**src/logic/lp_pkg.sv**
```systemverilog
// Purpose: shared constants and types of the cell protector register bank and its host
// Assumes: one 200 MHz clock, byte-wide register space
// Notes: offsets, bit positions, reset values and cycle counts live here; read-back bit layouts and some resets are hardcoded in the modules
package lp_pkg;

   // ***************************************************
   // device register map
   // ***************************************************
   localparam logic [7:0] LP_REG_GUARD = 8'h00;
   localparam logic [7:0] LP_REG_BOOT = 8'h01;
   localparam logic [7:0] LP_REG_NVM = 8'h07;
   localparam logic [7:0] LP_REG_SWITCH = 8'h08;
   localparam logic [5:0] LP_BLK0_WORD = 6'h08;
   localparam logic [5:0] LP_BLK1_WORD = 6'h0c;
   localparam logic [2:0] LP_BOOT_DEFAULT_IDX = 3'h5;

   // ***************************************************
   // field positions
   // ***************************************************
   localparam int LP_BIT_HIGH_CELL = 7;
   localparam int LP_BIT_LOW_CELL = 6;
   localparam int LP_BIT_EXCESS = 4;
   localparam int LP_BIT_CHG_MIRROR = 3;
   localparam int LP_BIT_DCHG_MIRROR = 2;
   localparam int LP_BIT_CHARGE_ALLOW = 1;
   localparam int LP_BIT_DISCHARGE_ALLOW = 0;
   localparam int LP_BIT_BOOT_HI = 5;
   localparam int LP_BIT_OPSEL = 4;
   localparam int LP_BIT_BOOT_LO = 3;
   localparam int LP_BIT_COPY = 7;
   localparam int LP_BIT_FREEZE = 6;
   localparam int LP_BIT_BLK1 = 1;
   localparam int LP_BIT_BLK0 = 0;
   localparam int LP_BIT_PIN_LATCH = 7;
   localparam int LP_BIT_HEAT = 0;

   // ***************************************************
   // reset values
   // ***************************************************
   localparam logic LP_HIGH_CELL_RST = 1'b0;
   localparam logic LP_LOW_CELL_RST = 1'b1;
   localparam logic LP_EXCESS_RST = 1'b1;
   localparam logic LP_ALLOW_RST = 1'b1;
   localparam logic LP_FREEZE_RST = 1'b0;
   localparam logic LP_PIN_LATCH_RST = 1'b1;
   localparam logic LP_HEAT_RST = 1'b0;
   localparam logic [7:0] LP_NVM_FACTORY = 8'h00;
   localparam logic [7:0] LP_READ_IDLE = 8'hff;

   // ***************************************************
   // opcodes, identity, crc, timing
   // ***************************************************
   localparam logic [7:0] LP_OP_ID_A = 8'h33;
   localparam logic [7:0] LP_OP_ID_B = 8'h39;
   localparam logic [7:0] LP_CRC_POLY = 8'h8c;
   localparam int LP_CLK_PERIOD_NS = 5;
   localparam int LP_COPY_TIME_US = 10;
   localparam int LP_COPY_CYCLES = (LP_COPY_TIME_US * 1000) / LP_CLK_PERIOD_NS;

   // ***************************************************
   // host register map (axi4-lite byte addresses)
   // ***************************************************
   localparam logic [7:0] LP_AXI_CTRL = 8'h00;
   localparam logic [7:0] LP_AXI_ADDR = 8'h04;
   localparam logic [7:0] LP_AXI_WDATA = 8'h08;
   localparam logic [7:0] LP_AXI_RDATA = 8'h0c;
   localparam logic [7:0] LP_AXI_STATUS = 8'h10;
   localparam logic [7:0] LP_AXI_ID_LO = 8'h14;
   localparam logic [7:0] LP_AXI_ID_HI = 8'h18;
   localparam int LP_ST_BUSY = 0;
   localparam int LP_ST_ID_OK = 1;
   localparam int LP_ST_ID_DONE = 2;
   localparam logic [1:0] LP_RESP_OKAY = 2'b00;
   localparam logic [1:0] LP_RESP_SLVERR = 2'b10;

   typedef enum logic [2:0] {
      LP_CMD_READ = 3'h0,
      LP_CMD_WRITE = 3'h1,
      LP_CMD_COPY = 3'h2,
      LP_CMD_RECALL = 3'h3,
      LP_CMD_LOCK = 3'h4,
      LP_CMD_ID_READ = 3'h5,
      LP_CMD_ID_CHECK = 3'h6
   } lp_cmd_t;

endpackage

```
**src/logic/lp_link_if.sv**
```systemverilog
// Purpose: link between host end and protector end
// Assumes: one request per cycle at most, every request answered next cycle
// Notes: single-wire bit signalling is abstracted to byte transfers
interface lp_link_if;
   import lp_pkg::*;
   logic req_valid;
   lp_cmd_t req_cmd;
   logic [7:0] req_addr;
   logic [7:0] req_data;
   logic rsp_valid;
   logic [7:0] rsp_data;

   modport host (output req_valid, output req_cmd, output req_addr, output req_data,
                 input rsp_valid, input rsp_data);
   modport device (input req_valid, input req_cmd, input req_addr, input req_data,
                   output rsp_valid, output rsp_data);
endinterface

```
**src/logic/lp_device.sv**
```systemverilog
// Purpose: register bank of a single-cell protector, reached over the link
// Assumes: protection inputs are already qualified levels, synchronous to aclk
// Notes: every request gets rsp_valid one cycle later
//
// Decided for this implementation: the AXI4-Lite register port.
module lp_device
   import lp_pkg::*;
#(
   parameter logic [7:0] FAMILY_CODE = 8'h5a,  // arbitrary value
   parameter logic [47:0] SERIAL = 48'h0000_0000_0001,  // arbitrary value
   parameter logic [7:0] ID_CRC = 8'h00,  // arbitrary value
   parameter int COPY_CYCLES = LP_COPY_CYCLES
) (
   // clock and reset
   input wire logic aclk,
   input wire logic aresetn,
   // link
   lp_link_if.device link,
   // cell conditions
   input wire logic cell_over_voltage,
   input wire logic cell_under_voltage,
   input wire logic pack_over_current,
   input wire logic die_over_temp,
   input wire logic charger_present,
   input wire logic power_switch_pin_n,
   // gate drive and mode
   output logic charge_gate,
   output logic discharge_gate,
   output logic active_mode
);
   import lp_pkg::*;

   typedef enum logic [1:0] {
      LP_MODE_ACTIVE = 2'b01,
      LP_MODE_SLEEP = 2'b10
   } lp_mode_t;

   lp_mode_t mode;
   logic high_cell_flag, low_cell_flag, excess_current_flag;
   logic charge_allow, discharge_allow;
   logic [2:0] boot_bits;
   logic copy_in_progress, freeze_arm;
   logic [1:0] block_frozen;
   logic copy_blk;
   logic [15:0] copy_cnt;
   logic switch_pin_latch, heat_flag;
   logic [7:0] shadow [0:7];
   logic [7:0] nvm [0:7];
   logic [63:0] identity;
   logic wr, is_nvm, blk, wake, nvm_wr_ok;
   logic [7:0] wd;

   assign identity = {ID_CRC, SERIAL, FAMILY_CODE};
   assign wd = link.req_data;
   assign wr = link.req_valid && (link.req_cmd == LP_CMD_WRITE);
   assign is_nvm = (link.req_addr[7:2] == LP_BLK0_WORD) || (link.req_addr[7:2] == LP_BLK1_WORD);
   assign blk = link.req_addr[4];
   assign wake = (mode == LP_MODE_SLEEP) && (!power_switch_pin_n || charger_present);
   assign nvm_wr_ok = wr && is_nvm && !copy_in_progress && !block_frozen[blk]
                      && (mode == LP_MODE_ACTIVE);
   assign active_mode = (mode == LP_MODE_ACTIVE);

   // ***************************************************
   // operating mode
   // ***************************************************
   always_ff @(posedge aclk) begin
      if (!aresetn) begin
         mode <= LP_MODE_ACTIVE;
      end else begin
         unique case (mode)
            LP_MODE_ACTIVE: begin
               if (cell_under_voltage) begin
                  mode <= LP_MODE_SLEEP;
               end
            end
            LP_MODE_SLEEP: begin
               if (wake) begin
                  mode <= LP_MODE_ACTIVE;
               end
            end
         endcase
      end
   end

   // ***************************************************
   // protection flags and allows
   // ***************************************************
   always_ff @(posedge aclk) begin
      if (!aresetn) begin
         high_cell_flag <= LP_HIGH_CELL_RST;
         low_cell_flag <= LP_LOW_CELL_RST;
         excess_current_flag <= LP_EXCESS_RST;
         charge_allow <= LP_ALLOW_RST;
         discharge_allow <= LP_ALLOW_RST;
      end else begin
         // event wins over a clearing write
         if (cell_over_voltage) begin
            high_cell_flag <= 1'b1;
         end else if (wr && link.req_addr == LP_REG_GUARD) begin
            high_cell_flag <= wd[LP_BIT_HIGH_CELL];
         end
         if (cell_under_voltage) begin
            low_cell_flag <= 1'b1;
         end else if (wr && link.req_addr == LP_REG_GUARD) begin
            low_cell_flag <= wd[LP_BIT_LOW_CELL];
         end
         if (pack_over_current) begin
            excess_current_flag <= 1'b1;
         end else if (wr && link.req_addr == LP_REG_GUARD) begin
            excess_current_flag <= wd[LP_BIT_EXCESS];
         end
         if (wake) begin
            charge_allow <= 1'b1;
            discharge_allow <= 1'b1;
         end else if (wr && link.req_addr == LP_REG_GUARD) begin
            charge_allow <= wd[LP_BIT_CHARGE_ALLOW];
            discharge_allow <= wd[LP_BIT_DISCHARGE_ALLOW];
         end
      end
   end

   // ***************************************************
   // gate drive
   // ***************************************************
   always_ff @(posedge aclk) begin
      if (!aresetn) begin
         charge_gate <= 1'b0;
         discharge_gate <= 1'b0;
      end else begin
         charge_gate <= active_mode && charge_allow && !heat_flag && !die_over_temp
                        && !cell_over_voltage && !cell_under_voltage
                        && !pack_over_current;
         discharge_gate <= active_mode && discharge_allow && !heat_flag && !die_over_temp
                           && !cell_under_voltage && !pack_over_current;
      end
   end

   // ***************************************************
   // switch pin and heat
   // ***************************************************
   always_ff @(posedge aclk) begin
      if (!aresetn) begin
         switch_pin_latch <= LP_PIN_LATCH_RST;
         heat_flag <= LP_HEAT_RST;
      end else begin
         if (!power_switch_pin_n) begin
            switch_pin_latch <= 1'b0;
         end else if (wr && link.req_addr == LP_REG_SWITCH) begin
            switch_pin_latch <= wd[LP_BIT_PIN_LATCH];
         end
         if (die_over_temp) begin
            heat_flag <= 1'b1;
         end else if (wr && link.req_addr == LP_REG_SWITCH) begin
            heat_flag <= wd[LP_BIT_HEAT];
         end
      end
   end

   // ***************************************************
   // eeprom copy, recall and freeze
   // ***************************************************
   always_ff @(posedge aclk) begin
      if (!aresetn) begin
         copy_in_progress <= 1'b0;
         copy_cnt <= '0;
         copy_blk <= 1'b0;
         freeze_arm <= LP_FREEZE_RST;
         block_frozen <= 2'b00;
      end else begin
         if (copy_in_progress) begin
            if (copy_cnt == '0) begin
               copy_in_progress <= 1'b0;
            end else begin
               copy_cnt <= copy_cnt - 16'h0001;
            end
         end else if (link.req_valid && link.req_cmd == LP_CMD_COPY && is_nvm && active_mode
                      && !block_frozen[blk]) begin
            copy_in_progress <= 1'b1;
            copy_cnt <= 16'(COPY_CYCLES - 1);
            copy_blk <= blk;
         end
         if (link.req_valid && link.req_cmd == LP_CMD_LOCK && is_nvm && freeze_arm) begin
            block_frozen[blk] <= 1'b1;
            freeze_arm <= 1'b0;
         end else if (wr && link.req_addr == LP_REG_NVM) begin
            freeze_arm <= wd[LP_BIT_FREEZE];
         end
      end
   end

   // shadow ram and nvm cells, one generate lane per byte
   for (genvar i = 0; i < 8; i++) begin : g_byte
      always_ff @(posedge aclk) begin
         if (!aresetn) begin
            shadow[i] <= LP_NVM_FACTORY;
            nvm[i] <= LP_NVM_FACTORY;
         end else begin
            if (nvm_wr_ok && {blk, link.req_addr[1:0]} == 3'(i)) begin
               shadow[i] <= wd;
            end else if (link.req_valid && link.req_cmd == LP_CMD_RECALL && is_nvm
                         && blk == 1'(i / 4)) begin
               shadow[i] <= nvm[i];
            end
            if (copy_in_progress && copy_cnt == '0 && copy_blk == 1'(i / 4)) begin
               nvm[i] <= shadow[i];
            end
         end
      end
   end

   // ***************************************************
   // status byte defaults
   // ***************************************************
   always_ff @(posedge aclk) begin
      if (!aresetn) begin
         boot_bits <= LP_NVM_FACTORY[LP_BIT_BOOT_HI:LP_BIT_BOOT_LO];
      end else if (link.req_valid && link.req_cmd == LP_CMD_RECALL && is_nvm && blk) begin
         boot_bits <= nvm[LP_BOOT_DEFAULT_IDX][LP_BIT_BOOT_HI:LP_BIT_BOOT_LO];
      end
   end

   // ***************************************************
   // link answers
   // ***************************************************
   always_ff @(posedge aclk) begin
      if (!aresetn) begin
         link.rsp_valid <= 1'b0;
         link.rsp_data <= '0;
      end else begin
         link.rsp_valid <= link.req_valid;
         link.rsp_data <= '0;
         if (link.req_cmd == LP_CMD_ID_READ) begin
            // wrong opcode: bus stays idle high; no crc check here
            if (link.req_data == (boot_bits[1] ? LP_OP_ID_B : LP_OP_ID_A)) begin
               link.rsp_data <= identity[{link.req_addr[2:0], 3'b000} +: 8];
            end else begin
               link.rsp_data <= LP_READ_IDLE;
            end
         end else if (link.req_cmd != LP_CMD_READ) begin
            // write, copy, recall and lock answer zero
            link.rsp_data <= '0;
         end else if (is_nvm) begin
            link.rsp_data <= shadow[{blk, link.req_addr[1:0]}];
         end else begin
            unique case (link.req_addr)
               LP_REG_GUARD: begin
                  link.rsp_data <= {high_cell_flag, low_cell_flag, 1'b0, excess_current_flag,
                                    charge_gate, discharge_gate, charge_allow,
                                    discharge_allow};
               end
               LP_REG_BOOT: link.rsp_data <= {2'b00, boot_bits, 3'b000};
               LP_REG_NVM: begin
                  link.rsp_data <= {copy_in_progress, freeze_arm, 4'h0, block_frozen};
               end
               LP_REG_SWITCH: link.rsp_data <= {switch_pin_latch, 6'h00, heat_flag};
               default: link.rsp_data <= '0;
            endcase
         end
      end
   end

endmodule // lp_device

```
**src/flat_wrapper.sv**
```systemverilog
// flat-port wrapper written by rule: the top's interface ports become plain ports
module lp_device_flat import lp_pkg::*;
#(
   parameter logic [7:0] FAMILY_CODE = 8'h5a,                    
   parameter logic [47:0] SERIAL = 48'h0000_0000_0001,                    
   parameter logic [7:0] ID_CRC = 8'h00,                    
   parameter int COPY_CYCLES = LP_COPY_CYCLES
)
  (aclk, aresetn, cell_over_voltage, cell_under_voltage, pack_over_current, die_over_temp, charger_present, power_switch_pin_n, charge_gate, discharge_gate, active_mode, link_req_valid, link_req_cmd, link_req_addr, link_req_data, link_rsp_valid, link_rsp_data);
  lp_link_if link_i ();
  input wire logic aclk;
  input wire logic aresetn;
  input wire logic cell_over_voltage;
  input wire logic cell_under_voltage;
  input wire logic pack_over_current;
  input wire logic die_over_temp;
  input wire logic charger_present;
  input wire logic power_switch_pin_n;
  output logic charge_gate;
  output logic discharge_gate;
  output logic active_mode;
  input wire logic [$bits(link_i.req_valid)-1:0] link_req_valid;
  input wire logic [$bits(link_i.req_cmd)-1:0] link_req_cmd;
  input wire logic [$bits(link_i.req_addr)-1:0] link_req_addr;
  input wire logic [$bits(link_i.req_data)-1:0] link_req_data;
  output wire logic [$bits(link_i.rsp_valid)-1:0] link_rsp_valid;
  output wire logic [$bits(link_i.rsp_data)-1:0] link_rsp_data;
  assign link_i.req_valid = link_req_valid;
  assign link_i.req_cmd = link_req_cmd;
  assign link_i.req_addr = link_req_addr;
  assign link_i.req_data = link_req_data;
  assign link_rsp_valid = link_i.rsp_valid;
  assign link_rsp_data = link_i.rsp_data;
  lp_device #(.FAMILY_CODE(FAMILY_CODE), .SERIAL(SERIAL), .ID_CRC(ID_CRC), .COPY_CYCLES(COPY_CYCLES)) u_core (.aclk(aclk), .aresetn(aresetn), .link(link_i), .cell_over_voltage(cell_over_voltage), .cell_under_voltage(cell_under_voltage), .pack_over_current(pack_over_current), .die_over_temp(die_over_temp), .charger_present(charger_present), .power_switch_pin_n(power_switch_pin_n), .charge_gate(charge_gate), .discharge_gate(discharge_gate), .active_mode(active_mode));
endmodule
```
**config.mk**
```make
export PLATFORM = sky130hd
export DESIGN_NAME = lp_device_flat
export DESIGN_NICKNAME = d
export VERILOG_FILES = /design/src/logic/lp_pkg.sv /design/src/logic/lp_link_if.sv /design/src/logic/lp_device.sv /design/src/flat_wrapper.sv
export SDC_FILE = /design/constraint.sdc
export NUM_CORES = 1
export LEC_CHECK = 0
export BUFFER_PORTS_ARGS = -buffer_cell sky130_fd_sc_hd__buf_4
export CORE_MARGIN = 1
export CORE_UTILIZATION = 45
export CTS_CLUSTER_SIZE = 20
export DETAILED_ROUTE_END_ITERATION = 16
export PLACE_DENSITY = 0.64
export SETUP_SLACK_MARGIN = 0.4
export SLEW_MARGIN = 20
export SYNTH_ARGS = -nofsm -noshare
export SYNTH_HDL_FRONTEND = slang
export SYNTH_SLANG_ARGS = --single-unit
```
**constraint.sdc**
```tcl
create_clock -name aclk -period 6 [get_ports aclk]
set_input_delay 0 -clock aclk [delete_from_list [all_inputs] [get_ports aclk]]
set_output_delay 0 -clock aclk [all_outputs]
set_load 0.01 [all_outputs]
```
Word-level counts from Yosys, hierarchy flattened
Memory sizes are Yosys's and may differ from the RTL's. A register that Yosys moved wholly into a read port is not among the register bits.
Cells that the tools add are included.
{"block": "op_classes", "addsub": 1, "order_cmp": 2, "eq_ne": 24, "shifts": 1, "muxes": 106, "bitwise": 29, "reduce_logical": 68}
{"operator": "$mux 8", "count": 28}
{"operator": "$mux 1", "count": 69}
{"operator": "$shiftx 64x7->8 const A", "count": 1}
{"operator": "$mux 16", "count": 3}
{"operator": "$logic_and 1x1->1", "count": 43}
{"operator": "$pmux 8 s4", "count": 1}
{"operator": "$or 1x1->1", "count": 24}
{"operator": "$eq 3x3->1 const B", "count": 6}
{"operator": "$logic_not 16->1", "count": 1}
{"operator": "$sub 16x1->16 const B", "count": 1}
{"operator": "$eq 3x2->1 const B", "count": 4}
{"operator": "$eq 6x4->1 const B", "count": 2}
{"operator": "$logic_not 1->1", "count": 9}
{"operator": "$eq 8x1->1 const B", "count": 1}
{"operator": "$eq 8x3->1 const B", "count": 1}
{"operator": "$eq 8x4->1 const B", "count": 1}
{"operator": "$eq 8x8->1", "count": 1}
{"operator": "$logic_not 8->1", "count": 1}
{"operator": "$reduce_or 2->1", "count": 4}
{"operator": "$eq 3x1->1 const B", "count": 2}
{"operator": "$reduce_and 2->1", "count": 3}
{"operator": "$reduce_bool 2->1", "count": 3}
{"operator": "$mux 2", "count": 2}
{"operator": "$mux 4", "count": 1}
{"operator": "other kinds (13)", "count": 19}
{"block": "word_totals", "reg_bits": 41, "mem_bits_rw": 128, "in_bits": 28, "elab_cells": 250, "n_memories": 2}
{"name": "u_core.nvm", "depth": 8, "width": 8, "rd": 9, "rd_ports_with_merged_regs": 1, "wr": 8, "line_no": "lp_device.sv:48", "source": "logic [7:0] nvm [0:7];"}
{"name": "u_core.shadow", "depth": 8, "width": 8, "rd": 9, "rd_ports_with_merged_regs": 0, "wr": 8, "line_no": "lp_device.sv:47", "source": "logic [7:0] shadow [0:7];"}

Logic depth before layout (Yosys ltp)
{"block": "logic_depth", "word_depth": 12, "mapped_depth": 7, "mapped_depth_nobuf": 6}

Least setup slack after synthesis
No wires, ideal clock.
{"block": "synth_timing", "path_kind": "register -> register", "start": "reg u_core.copy_cnt[6]", "end": "mem u_core.nvm[0][0] (enable)", "arrival_ps": 3612, "slack_ps": 1922, "stages_incl_launch_ff": 6, "path_buffers": 1, "synth_period_minus_slack_ps": 4078, "cell_sequence": "dfxtp_1 -> or4_1 -> buf_2 -> nor3_4 -> nand2_1 -> o21ai_0"}
{"element": "start: declaration", "line_no": "lp_device.sv:45", "source": "logic [15:0] copy_cnt;"}
{"element": "start signal: assignment", "line_no": "lp_device.sv:174", "source": "copy_cnt <= copy_cnt - 16'h0001;"}
{"element": "start signal: assignment", "line_no": "lp_device.sv:179", "source": "copy_cnt <= 16'(COPY_CYCLES - 1);"}
{"element": "end: declaration", "line_no": "lp_device.sv:48"}

==> impl_metrics.toml <==
[logic_synthesis]
ys_types = 68
yosysWarnings = 0
synthFlopType = "edfxtp_1"
synth_cells = 629
synth_top_family_by_area = "simple AND/OR/NAND/NOR gates"
synth_nets = 658
synthMuxAreaShare = 0.05910
synthSimpleGateAreaFrac = 0.1893
synth-edff-count = 128
ys_seq_area_frac = 0.5826
synthArstFlopShare = 0
synth.cell_area_mm2 = 0.008109
synthAdderAreaFrac = 0.001543
synth-xor-area-share = 0
syn_area_per_cell_um2 = 12.89
ys_ff_latch = 172
synth_compound_area_frac = 0.1387

[pwr]
p_leak_uw = 0.003418
p_per_area_mw_per_mm2 = 276.8
vdd_ir_drop_max_v = 0.0001913

[sta]
fin_crit_sh = 0.4145
max_freq_ghz = 0.4020
tightestPinTransition_ns = 1.027
hold_viol = 0
slew_headroom = 0.3093
slew_viol_final = 0
rsz0062_at_grt = "no"
skew_ns = 0.01109
min_period_ns = 2.487
setup_viol = 0
setup_tns_ns = 0

[global_routing]
grt-ovfl-total = 0
grt_pass1_vias = 5494
grt_use_total = 0.2364
grt_max_degree = 33
grt_pass1_wl_mm = 31.95
grt_antenna_before_repair = 0

[drt]
drc = 0
antenna_left = 0
drtIter0Drc = 478
routed_wl_mm = 20.65
viasPerCell = 6.223
avgRoutedWirePerCell_um = 22.72
num_vias = 5657
first_pass_iters = 5

[setup_path]
path_max_fanout = 11
r2r_slack_ns = 3.51
worstSetupPathType = "register to register"
end_kind = "register"
critPathLaunchType = "register"
cp.required_ns = 6.06
worstPathArrival_ns = 2.54

[clock_network]
cts_tree = "built"
clkSlewWorstSetupHoldPaths_ns = 0.07
clock_path_buffers = 2
clock_sinks = 172
clkLatencyLatePin_ns = 0.44
cts_resized = 0
htreeDepth = 4
clock-root-buffer = "clkbuf_16"
postCtsSetupRepairBufs = 0
cts_made_buffers = 17
ctsHoldBuffers = 18

[die]
start_util = 0.4640
die_y_um = 136.2
rows = 48
coreArea_mm2 = 0.01748
ios = 40
die_w_um = 136.2
dieArea_mm2 = 0.01856

[flow_run]
cap_viol_max_count = 0

[cells_and_area]
num_antenna_cells = 0
area_growth_pct = 14.97
final_area_mm2 = 0.009323
n_fill_cell = 1485
num-nets-final = 700
drive_gt1_frac = 0.2310

[placed_design]
gp_congestion = 0.9325
hpwlAfterDp_mm = 13.57
placed_area_mm2 = 0.008553
io_buffers = 39

[worst_hold_path]
hp-class = "primary input to register"

[run_status]
outcome = "complete, no violations"
path summary, 6_finish.rpt:
check,startpoint,to,cells past startpoint
worst min register to register,u_core.discharge_allow$_SDFFE_PP1P_,u_core.discharge_gate$_SDFF_PN0_,2
worst max-delay path,u_core.copy_in_progress$_SDFF_PN0_,u_core.shadow[1][7]$_DFFE_PP_,4
worst max register to register,u_core.copy_in_progress$_SDFF_PN0_,u_core.shadow[1][7]$_DFFE_PP_,4
worst min-delay path,link_req_data[5],u_core.shadow[7][5]$_DFFE_PP_,2
cell usage after synthesis, types with 6 or more instances:
| master | count | area, um^2 |
|---|---|---|
| a22o_1 | 60 | 525.5 |
| dfxtp_1 | 44 | 880.8 |
| or2_2 | 6 | 37.54 |
| a21oi_1 | 14 | 70.07 |
| nor4_1 | 7 | 43.79 |
| a211oi_1 | 7 | 52.55 |
| nor2_1 | 21 | 78.83 |
| and2_2 | 31 | 232.7 |
| nand2b_1 | 7 | 43.79 |
| mux4_2 | 13 | 292.8 |
| o21ai_0 | 15 | 75.07 |
| nand4_1 | 8 | 50.05 |
| edfxtp_1 | 128 | 3844 |
| inv_1 | 12 | 45.04 |
| a31oi_1 | 9 | 56.30 |
| mux2i_1 | 13 | 130.1 |
| nand3_1 | 23 | 115.1 |
| and2_1 | 42 | 262.8 |
| o31ai_1 | 12 | 90.09 |
| clkbuf_2 | 7 | 35.03 |
| o21a_1 | 6 | 45.04 |
| or3_1 | 6 | 37.54 |
| clkbuf_1 | 21 | 78.83 |
| nand2_1 | 20 | 75.07 |
placed cells by master (no fill, tap or decap), types with 4 or more instances in the layout:
master and instances:
nor3b_1 4, nor3_1 4, clkbuf_16 17, o21ai_0 11, nand3_1 23, a21oi_1 14
o21a_1 6, nand4_1 8, mux4_2 13, inv_6 7, or3_1 6, dfxtp_1 44
a31oi_1 9, nand2_1 20, or2_2 6, inv_1 12, nor4_2 4, mux2_2 5
edfxtp_1 128, nand2b_1 7, or4_1 4, o21bai_1 4, dlygate4sd3_1 18, mux2i_1 13
o31ai_1 12, nor2_1 19, o31a_1 4, a211oi_1 7, buf_4 45, and2_1 42
and2_2 31, a22o_1 60, nor4_1 7, nor4_4 5
metrics by stage:
stage / cells / util / setup slack [ns] / hold slack, ns / total power (uW)
floorplan: 629 / - / 1.922 / 0.07615 / 1422
global placement: 859 / 0.4894 / 3.077 / 0.1836 / 1487
detailed placement: 859 / 0.4894 / 2.971 / 0.1790 / 1488
CTS: 909 / 0.5331 / 3.290 / 0.0003623 / 2585
global route: 909 / 0.5334 / 3.402 / 0.001544 / 2642
finish: 909 / 0.5334 / 3.513 / 0.006898 / 2580
cell families (layout without fill, tap and decap cells):
group | Yosys count | after routing
and+or+nand+nor | 225 | 225
DFF | 172 | 172
AOI/OAI and AO/OA | 147 | 147
buffers and inverters | 53 | 108
adders and majority gates | 1 | 1
muxes | 31 | 31
routing by layer:
layer	up-vias	GRT usage	share of wire
li1	2547	-	-
met1	2806	0.3286	0.45
met2	253	0.3553	0.46
met3	51	0.04884	0.064
met4	0	0.1062	0.032
met5	-	0	0
cell type report:
cell class / instances / area [um^2] / area share
clock buffer: 18 / 429.2 / 0.04603
sequential: 172 / 4725 / 0.5068
inverter: 13 / 48.80 / 0.005234
multi-input combinational: 404 / 3166 / 0.3396
clock inverter: 14 / 155.1 / 0.01664
tap: 225 / 281.5 / 0.03020
timing repair buffer: 63 / 518.0 / 0.05556
flip-flops by register name, summed over array words and instances, names as in the netlist, 2 cells and up:
name                  cells
u_core.copy_cnt          16
u_core.block_frozen       2
u_core.nvm               64
u_core.link.rsp_data      8
u_core.mode               2
u_core.boot_bits          3
u_core.shadow            64
where the power goes:
group / switching [uW] / internal (uW) / total, uW
Clock: 485 / 621 / 1110
Combinational: 94.8 / 53.1 / 148
Sequential: 17.9 / 1310 / 1330
critical path, stage by stage, from the launching register on:
cell and delay [ns]:
dfxtp_1 0.42, nor3b_1 0.34, and4_1 0.36, nand3_1 0.22, o21bai_1 0.77
(Power assumes the default switching activity.)
